## config.mk

```make
export PLATFORM = sky130hd
export DESIGN_NAME = scdpm_pin_mux
export DESIGN_NICKNAME = d
export VERILOG_FILES = /design/src/core/scdpm_pkg.sv /design/src/core/scdpm_pin_mux.sv /design/src/core/scdpm_sync.sv
export VERILOG_INCLUDE_DIRS = /design/src /design/src/core
export SDC_FILE = /design/constraint.sdc
export NUM_CORES = 1
export LEC_CHECK = 0
export BUFFER_PORTS_ARGS = -buffer_cell sky130_fd_sc_hd__buf_2
export CORE_MARGIN = 2
export CORE_UTILIZATION = 52
export DETAILED_ROUTE_END_ITERATION = 6
export PLACE_DENSITY = 0.78
export REMOVE_ABC_BUFFERS = 1
export SETUP_SLACK_MARGIN = 0.5
export SLEW_MARGIN = 20
export SYNTH_ARGS = -nofsm -noshare
export SYNTH_HDL_FRONTEND = slang
export SYNTH_SLANG_ARGS = --single-unit
```

## constraint.sdc

```tcl
create_clock -name core_clk -period 2 [get_ports core_clk]
set_input_delay 0.5 -clock core_clk [delete_from_list [all_inputs] [get_ports core_clk]]
set_output_delay 0.5 -clock core_clk [all_outputs]
set_load 0.02 [all_outputs]
```

## src/core/scdpm_defs.svh

```systemverilog
// Constants for the serial controller data pin mux
//
// Notes on behaviour
// - Cell mode drives each transmit octet on eight lines, line seven the MSB.
// - With no payload cell ready, transmit sends idle cells so the stream never stops.
// - Every cell, payload or idle, is exactly 53 octets; both counters frame on that.
// - Cell mode samples each receive octet from eight lines, line seven the MSB.
// - In cell mode, receive lines are driven only while the receive enable strobe is asserted.
// - Nibble modes transmit four bits on four lines, line three the MSB.
// - Nibble modes receive four bits from four lines, line three the MSB.
// - Serial and transparent modes transmit one bit on a single line.
// - Serial and transparent modes receive one bit from a single line.
// - Pin twenty carries cell bit 5, or nibble bit 2.
// - Pin nineteen carries cell bit 6, or nibble bit 1.
// - Pin eighteen carries cell bit 7, nibble bit 0, or the serial bit.
// - Pin seventeen inputs cell bit 7, nibble bit 0, or the serial bit.
`ifndef SCDPM_DEFS_SVH
`define SCDPM_DEFS_SVH

// ----------------------------------------
// Cell framing
// ----------------------------------------
`define SCDPM_CELL_LAST 6'h34
`define SCDPM_CNT_RESET 6'h00
`define SCDPM_IDLE_HDR_LAST 6'h03
`define SCDPM_IDLE_HEC_POS 6'h04
`define SCDPM_IDLE_HDR_TAIL 8'h01
`define SCDPM_IDLE_HEC 8'h52
`define SCDPM_IDLE_FILL 8'h6A

// ----------------------------------------
// Reset values
// ----------------------------------------
`define SCDPM_OCTET_RESET 8'h00
`define SCDPM_PIN_RESET 4'h0
`define SCDPM_OEN_RESET 4'hF
`define SCDPM_SYNC_DEPTH 2

`endif

```

## src/core/scdpm_pkg.sv

```systemverilog
// Types shared by the serial controller data pin mux
package scdpm_pkg;

  typedef enum logic [1:0] {
    MODE_GPIO,
    MODE_CELL,
    MODE_NIBBLE,
    MODE_SERIAL
  } scdpm_mode_e;

  typedef enum logic [1:0] {
    CELL_OFF,
    CELL_IDLE,
    CELL_PAYLOAD
  } scdpm_cell_e;

  typedef struct packed {
    logic [7:0] payData;
    logic payCellReady;
    logic [3:0] nibble;
    logic serBit;
  } scdpm_tx_s;

  typedef struct packed {
    logic [7:0] octet;
    logic octetValid;
    logic cellStart;
    logic [3:0] nibble;
    logic nibbleValid;
    logic serBit;
    logic serValid;
  } scdpm_rx_s;

endpackage : scdpm_pkg

```

## src/core/scdpm_pin_mux.sv

```systemverilog
// Data pin mux for the first fast serial controller
`timescale 1ns/1ns
`default_nettype none
`include "scdpm_defs.svh"
module scdpm_pin_mux (
  input wire logic core_clk,
  input wire logic reset_n,
  input wire scdpm_pkg::scdpm_mode_e mode,
  input wire scdpm_pkg::scdpm_tx_s tx,
  input wire logic [3:0] gpioOut,
  input wire logic [3:0] gpioDrive,
  input wire logic portAPinTwentyIn,
  output logic portAPinTwentyOut,
  output logic portAPinTwentyOeN,
  input wire logic portAPinNineteenIn,
  output logic portAPinNineteenOut,
  output logic portAPinNineteenOeN,
  input wire logic portAPinEighteenIn,
  output logic portAPinEighteenOut,
  output logic portAPinEighteenOeN,
  input wire logic portAPinSeventeenIn,
  output logic portAPinSeventeenOut,
  output logic portAPinSeventeenOeN,
  output logic [4:0] txLowLines,
  input wire logic [6:0] rxLowLines,
  output logic rx_enable_strobe_n,
  output logic payTake,
  output scdpm_pkg::scdpm_rx_s rx,
  output logic [3:0] gpioIn
);

  // ----------------------------------------
  // Line mapping
  // ----------------------------------------
  // Nibble bit j shares line 7-j with the cell octet, so bit 0 lands on line seven
  function automatic logic [7:0] linesFromNibble(input logic [3:0] nib);
    linesFromNibble = {nib[0], nib[1], nib[2], nib[3], 4'h0};
  endfunction : linesFromNibble

  function automatic logic [3:0] nibbleFromLines(input logic [7:0] lines);
    nibbleFromLines = {lines[4], lines[5], lines[6], lines[7]};
  endfunction : nibbleFromLines

  // ----------------------------------------
  // Input synchronisers
  // ----------------------------------------
  logic [10:0] pinSync;
  logic [7:0] rxLines;

  scdpm_sync #(.WIDTH(11)) u_sync (
    .core_clk(core_clk),
    .reset_n(reset_n),
    .async_in({portAPinTwentyIn, portAPinNineteenIn, portAPinEighteenIn, portAPinSeventeenIn, rxLowLines}),
    .sync_out(pinSync)
  );

  assign rxLines = pinSync[7:0];

  // ----------------------------------------
  // Transmit cell framer
  // ----------------------------------------
  scdpm_pkg::scdpm_cell_e txState_r;
  scdpm_pkg::scdpm_cell_e txState_nxt;
  logic [5:0] txCnt_r;
  logic [5:0] txCnt_nxt;
  logic [7:0] txLines_r;
  logic [7:0] txLines_nxt;
  logic payTake_r;
  logic payTake_nxt;
  logic [7:0] idleOctet;

  always_comb begin
    if (txCnt_r <= `SCDPM_IDLE_HDR_LAST) begin
      idleOctet = (txCnt_r == `SCDPM_IDLE_HDR_LAST) ? `SCDPM_IDLE_HDR_TAIL : `SCDPM_OCTET_RESET;
    end else if (txCnt_r == `SCDPM_IDLE_HEC_POS) begin
      idleOctet = `SCDPM_IDLE_HEC;
    end else begin
      idleOctet = `SCDPM_IDLE_FILL;
    end
  end

  always_comb begin
    txState_nxt = txState_r;
    txCnt_nxt = txCnt_r;
    txLines_nxt = `SCDPM_OCTET_RESET;
    case (mode)
      scdpm_pkg::MODE_CELL: begin
        // Decide payload or idle only on a cell boundary, so cells never tear
        if (txState_r == scdpm_pkg::CELL_OFF || txCnt_r == `SCDPM_CELL_LAST) begin
          txState_nxt = tx.payCellReady ? scdpm_pkg::CELL_PAYLOAD : scdpm_pkg::CELL_IDLE;
        end
        if (txState_r == scdpm_pkg::CELL_OFF || txCnt_r == `SCDPM_CELL_LAST) begin
          txCnt_nxt = `SCDPM_CNT_RESET;
        end else begin
          txCnt_nxt = txCnt_r + 6'h01;
        end
        case (txState_r)
          scdpm_pkg::CELL_PAYLOAD: txLines_nxt = tx.payData;
          scdpm_pkg::CELL_IDLE: txLines_nxt = idleOctet;
          default: txLines_nxt = `SCDPM_OCTET_RESET;
        endcase
      end
      scdpm_pkg::MODE_NIBBLE: begin
        txState_nxt = scdpm_pkg::CELL_OFF;
        txCnt_nxt = `SCDPM_CNT_RESET;
        txLines_nxt = linesFromNibble(tx.nibble);
      end
      scdpm_pkg::MODE_SERIAL: begin
        txState_nxt = scdpm_pkg::CELL_OFF;
        txCnt_nxt = `SCDPM_CNT_RESET;
        txLines_nxt = {tx.serBit, 7'h00};
      end
      default: begin
        txState_nxt = scdpm_pkg::CELL_OFF;
        txCnt_nxt = `SCDPM_CNT_RESET;
      end
    endcase
    // High in the cycle whose closing edge loads a payload octet; source must refresh every such cycle
    payTake_nxt = (mode == scdpm_pkg::MODE_CELL) && (txState_nxt == scdpm_pkg::CELL_PAYLOAD);
  end

  always_ff @(posedge core_clk or negedge reset_n) begin
    if (!reset_n) begin
      txState_r <= scdpm_pkg::CELL_OFF;
      txCnt_r <= `SCDPM_CNT_RESET;
      txLines_r <= `SCDPM_OCTET_RESET;
      payTake_r <= 1'b0;
    end else begin
      txState_r <= txState_nxt;
      txCnt_r <= txCnt_nxt;
      txLines_r <= txLines_nxt;
      payTake_r <= payTake_nxt;
    end
  end

  // ----------------------------------------
  // Pin ownership
  // ----------------------------------------
  logic [3:0] pinOut_r;
  logic [3:0] pinOut_nxt;
  logic [3:0] pinOeN_r;
  logic [3:0] pinOeN_nxt;
  logic [4:0] txLow_r;
  logic [4:0] txLow_nxt;

  // Index 3..0 are pins twenty, nineteen, eighteen, seventeen
  always_comb begin
    pinOut_nxt = gpioOut;
    pinOeN_nxt = ~gpioDrive;
    txLow_nxt = 5'h00;
    case (mode)
      scdpm_pkg::MODE_CELL, scdpm_pkg::MODE_NIBBLE: begin
        pinOut_nxt = {txLines_nxt[5], txLines_nxt[6], txLines_nxt[7], 1'b0};
        pinOeN_nxt = 4'h1;
        txLow_nxt = txLines_nxt[4:0];
      end
      scdpm_pkg::MODE_SERIAL: begin
        // Pins twenty and nineteen are unused here and stay general purpose
        pinOut_nxt = {gpioOut[3:2], txLines_nxt[7], 1'b0};
        pinOeN_nxt = {~gpioDrive[3:2], 2'h1};
      end
      default: begin
        pinOut_nxt = gpioOut;
        pinOeN_nxt = ~gpioDrive;
      end
    endcase
  end

  always_ff @(posedge core_clk or negedge reset_n) begin
    if (!reset_n) begin
      pinOut_r <= `SCDPM_PIN_RESET;
      pinOeN_r <= `SCDPM_OEN_RESET;
      txLow_r <= 5'h00;
    end else begin
      pinOut_r <= pinOut_nxt;
      pinOeN_r <= pinOeN_nxt;
      txLow_r <= txLow_nxt;
    end
  end

  // ----------------------------------------
  // Receive side
  // ----------------------------------------
  logic strobeN_r;
  logic strobeN_nxt;
  logic [1:0] strobeDly_r;
  logic [1:0] strobeDly_nxt;
  logic [5:0] rxCnt_r;
  logic [5:0] rxCnt_nxt;
  scdpm_pkg::scdpm_rx_s rx_r;
  scdpm_pkg::scdpm_rx_s rx_nxt;
  logic [3:0] gpioIn_r;
  logic [3:0] gpioIn_nxt;

  always_comb begin
    // Single PHY: strobe held while in cell mode
    strobeN_nxt = (mode != scdpm_pkg::MODE_CELL);
    // Delay matches the synchroniser so data and strobe line up
    strobeDly_nxt = {strobeDly_r[0], ~strobeN_r};
    rxCnt_nxt = rxCnt_r;
    rx_nxt = '0;
    rx_nxt.octet = rx_r.octet;
    rx_nxt.nibble = rx_r.nibble;
    rx_nxt.serBit = rx_r.serBit;
    gpioIn_nxt = pinSync[10:7];
    if (mode == scdpm_pkg::MODE_CELL && strobeDly_r[1]) begin
      rx_nxt.octet = rxLines;
      rx_nxt.octetValid = 1'b1;
      rx_nxt.cellStart = (rxCnt_r == `SCDPM_CNT_RESET);
      rxCnt_nxt = (rxCnt_r == `SCDPM_CELL_LAST) ? `SCDPM_CNT_RESET : rxCnt_r + 6'h01;
    end else if (mode != scdpm_pkg::MODE_CELL) begin
      rxCnt_nxt = `SCDPM_CNT_RESET;
    end
    if (mode == scdpm_pkg::MODE_NIBBLE) begin
      rx_nxt.nibble = nibbleFromLines(rxLines);
      rx_nxt.nibbleValid = 1'b1;
    end
    if (mode == scdpm_pkg::MODE_SERIAL) begin
      rx_nxt.serBit = rxLines[7];
      rx_nxt.serValid = 1'b1;
    end
  end

  always_ff @(posedge core_clk or negedge reset_n) begin
    if (!reset_n) begin
      strobeN_r <= 1'b1;
      strobeDly_r <= 2'h0;
      rxCnt_r <= `SCDPM_CNT_RESET;
      rx_r <= '0;
      gpioIn_r <= `SCDPM_PIN_RESET;
    end else begin
      strobeN_r <= strobeN_nxt;
      strobeDly_r <= strobeDly_nxt;
      rxCnt_r <= rxCnt_nxt;
      rx_r <= rx_nxt;
      gpioIn_r <= gpioIn_nxt;
    end
  end

  assign portAPinTwentyOut = pinOut_r[3];
  assign portAPinNineteenOut = pinOut_r[2];
  assign portAPinEighteenOut = pinOut_r[1];
  assign portAPinSeventeenOut = pinOut_r[0];
  assign portAPinTwentyOeN = pinOeN_r[3];
  assign portAPinNineteenOeN = pinOeN_r[2];
  assign portAPinEighteenOeN = pinOeN_r[1];
  assign portAPinSeventeenOeN = pinOeN_r[0];
  assign txLowLines = txLow_r;
  assign rx_enable_strobe_n = strobeN_r;
  assign payTake = payTake_r;
  assign rx = rx_r;
  assign gpioIn = gpioIn_r;
endmodule : scdpm_pin_mux
`default_nettype wire

```

## src/core/scdpm_sync.sv

```systemverilog
// Two flip-flop synchroniser for pin inputs
`timescale 1ns/1ns
`default_nettype none
module scdpm_sync #(
  parameter int WIDTH = 1
) (
  input wire logic core_clk,
  input wire logic reset_n,
  input wire logic [WIDTH-1:0] async_in,
  output logic [WIDTH-1:0] sync_out
);

  logic [WIDTH-1:0] meta_r;
  logic [WIDTH-1:0] meta_nxt;
  logic [WIDTH-1:0] hold_r;
  logic [WIDTH-1:0] hold_nxt;

  always_comb begin
    meta_nxt = async_in;
    hold_nxt = meta_r;
  end

  always_ff @(posedge core_clk or negedge reset_n) begin
    if (!reset_n) begin
      meta_r <= '0;
      hold_r <= '0;
    end else begin
      meta_r <= meta_nxt;
      hold_r <= hold_nxt;
    end
  end

  assign sync_out = hold_r;

endmodule : scdpm_sync
`default_nettype wire

```

==> out/metrics.csv <==
stage,metric,value,unit
cells_and_area,areaGrowthSynthToFinish,26.7,%
clocking,cts-root-buf,clkbuf_8,
cells_and_area,final_nets,353,
clocking,clock_path_buffers,2,
power,sequentialPowerShare,53.1,%
drt,wl_per_cell,14.7,um
setup_path,crit_fanout,1,
floorplanning,core-area,5410,um^2
sta,relSlewSlack,75.6,%
yosys,synth-seq-cells,74,
clocking,h-tree-depth,3,
placement,gp_congestion,0.934,
clocking,cts_tree,done,
setup_path,crit_path_top_delay_cell,dfstp_2,
yosys,synth_warnings,0,
yosys,yosys.area_share.simple,12.5,%
yosys,avgSynthCellArea,13.2,um^2
clocking,clock_sinks,74,
cells_and_area,final_common_cell,buf_2,
sta,hold_violations,0,
drt,post-route-drc-count,0,
global_route,grt_pass1_wl,9370,um
setup_path,crit_family,flip-flops,
setup_path,r2r.worst_path.cells,3,
clocking,cts-buffers-inserted,9,
yosys,synthMuxAreaShare,6.95,%
yosys,ys.flop_type,dfrtp_1,
power,power.density,851,nW/um^2
setup_path,slowest_delay,540,ps
floorplanning,core.rowCount,27,
global_route,grt_max_degree,75,
yosys,synth_edf_count,0,
sta,tightestPinTransition,365,ps
clocking,clock_latency,350,ps
outcome,status,"finished, final reports clean",
floorplanning,die_x,78.2,um
sta,rsz0062_at_grt,true,
power,p_clk_share,34.5,%
yosys,postSynthCellCount,217,
setup_path,r2r_end,pinOut_r[3]$_DFF_PN0_,
drt,vias_per_cell,5.24,
cells_and_area,drive_gt1_share,43.7,%
setup_path,startpoint_type,flip-flop,
setup_path,crit_buf_inv,1,
floorplanning,die_area,6120,um^2
sta,skew,9.94,ps
yosys,synth_area,2860,um^2
power,netSwitchingFraction,27.9,%
global_route,track_usage,20.2,%
floorplanning,chipHeight,78.2,um
power,irDropWorstVdd,0.630,mV
drt,dr.pass1.iters,4,
sta,setup_total_negative_slack,0,ps
setup_path,critPathArrivalTime,1010,ps
sta,fin_crit_sh,75.4,%
drt,ant_nets,0,
global_route,grt_remaining_overflow,0,
setup_path,path_cells,buf_6,
cells_and_area,antenna_cells,0,
power,combPwrFrac,12.4,%
yosys,synth_compound_area_share,6.64,%
drt,drt_first_iter_violations,126,
yosys,ys_seq_area_share,64.9,%
drt,via_count,1998,
global_route,grt_pass1_vias,2004,
yosys,synth_cell_types,45,
drt,wl,5610,um
sta,fin_crit,1510,ps
setup_path,rr_startpoint,txCnt_r[3]$_DFF_PN0_,
setup_path,critical_path_class,reg2out,
yosys,synth_top_family_by_area,simple AND/OR/NAND/NOR gates,
sta,drv_slew,0,
power,p_leak,0.00177,uW
sta,fmax,663,MHz
yosys,synthAdderAreaFrac,5.24,%
placement,hpwl,3850,um
floorplanning,start_util,53.0,%
sta,setup-violations-final,0,
setup_path,worstSetupEndpointType,primary output,
yosys,synthXorXnorAreaFrac,0.917,%
cells_and_area,most-common-layout-cells,"buf_2, dfrtp_1, mux2_2, nand2_1, inv_1",
setup_path,r2r_setup_slack,510,ps
power,p_int,2230,uW
floorplanning,ios,73,
worst_hold_path,min_path_type,in2async,
placement,io_buffers,72,
yosys,synthArstFlopShare,100,%
clocking,clk_pin_slew,90,ps
setup_path,required,1500,ps
global_route,antenna_found_initial,0,
sta,hold_slack,168,ps
run,cap_violations,0,
power,p_sw,863,uW
==> cell families after synthesis <==
family	count (synthesis)
DFF	74
xor gates and xnor gates	3
muxes	18
buffers and inverters	19
adders and majority gates	12
and+or+nand+nor	64
AOI/OAI and AO/OA	27
==> final cells by class <==
class	count	area (um^2)
Clock buffer	9	124
Tap cell	72	90.1
Multi-Input combinational cell	124	963
Clock inverter	7	61.3
Timing Repair Buffer	82	479
Fill cell	423	1780
Sequential cell	74	1860
Inverter	13	48.8
==> cell usage after synthesis (2+ instances only) <==
master,count,area [um^2]
and3_1,3,18.8
clkbuf_1,3,11.3
a221oi_1,2,17.5
nor2_1,9,33.8
xor2_1,2,17.5
and4b_1,2,20.0
mux2i_1,3,30.0
dfrtp_1,69,1730
mux2_2,15,169
a21oi_1,7,35.0
nor3_1,2,10.0
o21ai_1,3,15.0
a22oi_1,2,15.0
inv_1,13,48.8
o211ai_1,3,22.5
dfstp_2,5,131
nand3_1,12,60.1
nor2b_1,5,31.3
a211o_1,2,17.5
nand3b_1,2,15.0
nand2_1,14,52.6
ha_1,12,150
or2_2,2,12.5
buf_2,2,10.0
and3_2,2,15.0
and2_1,2,12.5
==> worst max path at each step <==
stage                           startpoint               endpoint  slack (ps)  cells after the start
floorplan                          mode[1]     rx[10]$_DFFE_PN0P_         420                      4
global placement                   mode[1]  pinOut_r[3]$_DFF_PN0_         200                      6
detailed placement                 mode[1]  pinOut_r[3]$_DFF_PN0_         140                      6
CTS                  pinOeN_r[2]$_DFF_PN1_    portAPinNineteenOeN         470                      1
global route        txState_r[0]$_DFF_PN0_  pinOut_r[1]$_DFF_PN0_         450                      5
finish               pinOeN_r[3]$_DFF_PN1_      portAPinTwentyOeN         490                      1
==> power by group through the flow <==
stage                     registers (uW)  clock network [uW]  logic, uW
after detailed placement            1670                   0        372
after CTS                           1640                1090        380
final                               1640                1070        384
after global placement              1670                   0        365
after global routing                1650                1160        419
after floorplan                     1760                   0        107
==> state kept, by name (all words and copies together) (netlist names), 4 cells and up <==
| register | cells |
|---|---|
| txCnt_r | 6 |
| rx | 17 |
| rxCnt_r | 6 |
| txLowLines | 5 |
| u_sync.sync_out | 11 |
| gpioIn | 4 |
| pinOeN_r | 4 |
| u_sync.hold_nxt | 11 |
| pinOut_r | 4 |
==> layer usage <==
metal / GRT usage (%) / part of all wire, %
met3: 7.70 / 7.0
met4: 7.89 / 2.5
met5: 0 / 0
met2: 33.0 / 50
met1: 24.4 / 40
==> per-stage QoR <==
stage	total power, uW	instances	worst slack [ps]	cell area, um^2	util [%]
finish	3090	381	492	3630	67.2
global route	3230	381	451	3630	67.2
CTS	3120	375	466	3540	65.5
detailed placement	2040	359	142	3320	61.5
global placement	2030	359	202	3320	61.5
floorplan	1860	211	417	2830	-
==> timing repair <==
action                                  4_1_cts  5_1_grt
buffers inserted                              0        6
gates resized for setup                      10       14
endpoints found under the setup margin        9       31
pin swaps                                     0        5
hold buffers                                  0        0
(Power assumes the default switching activity.)
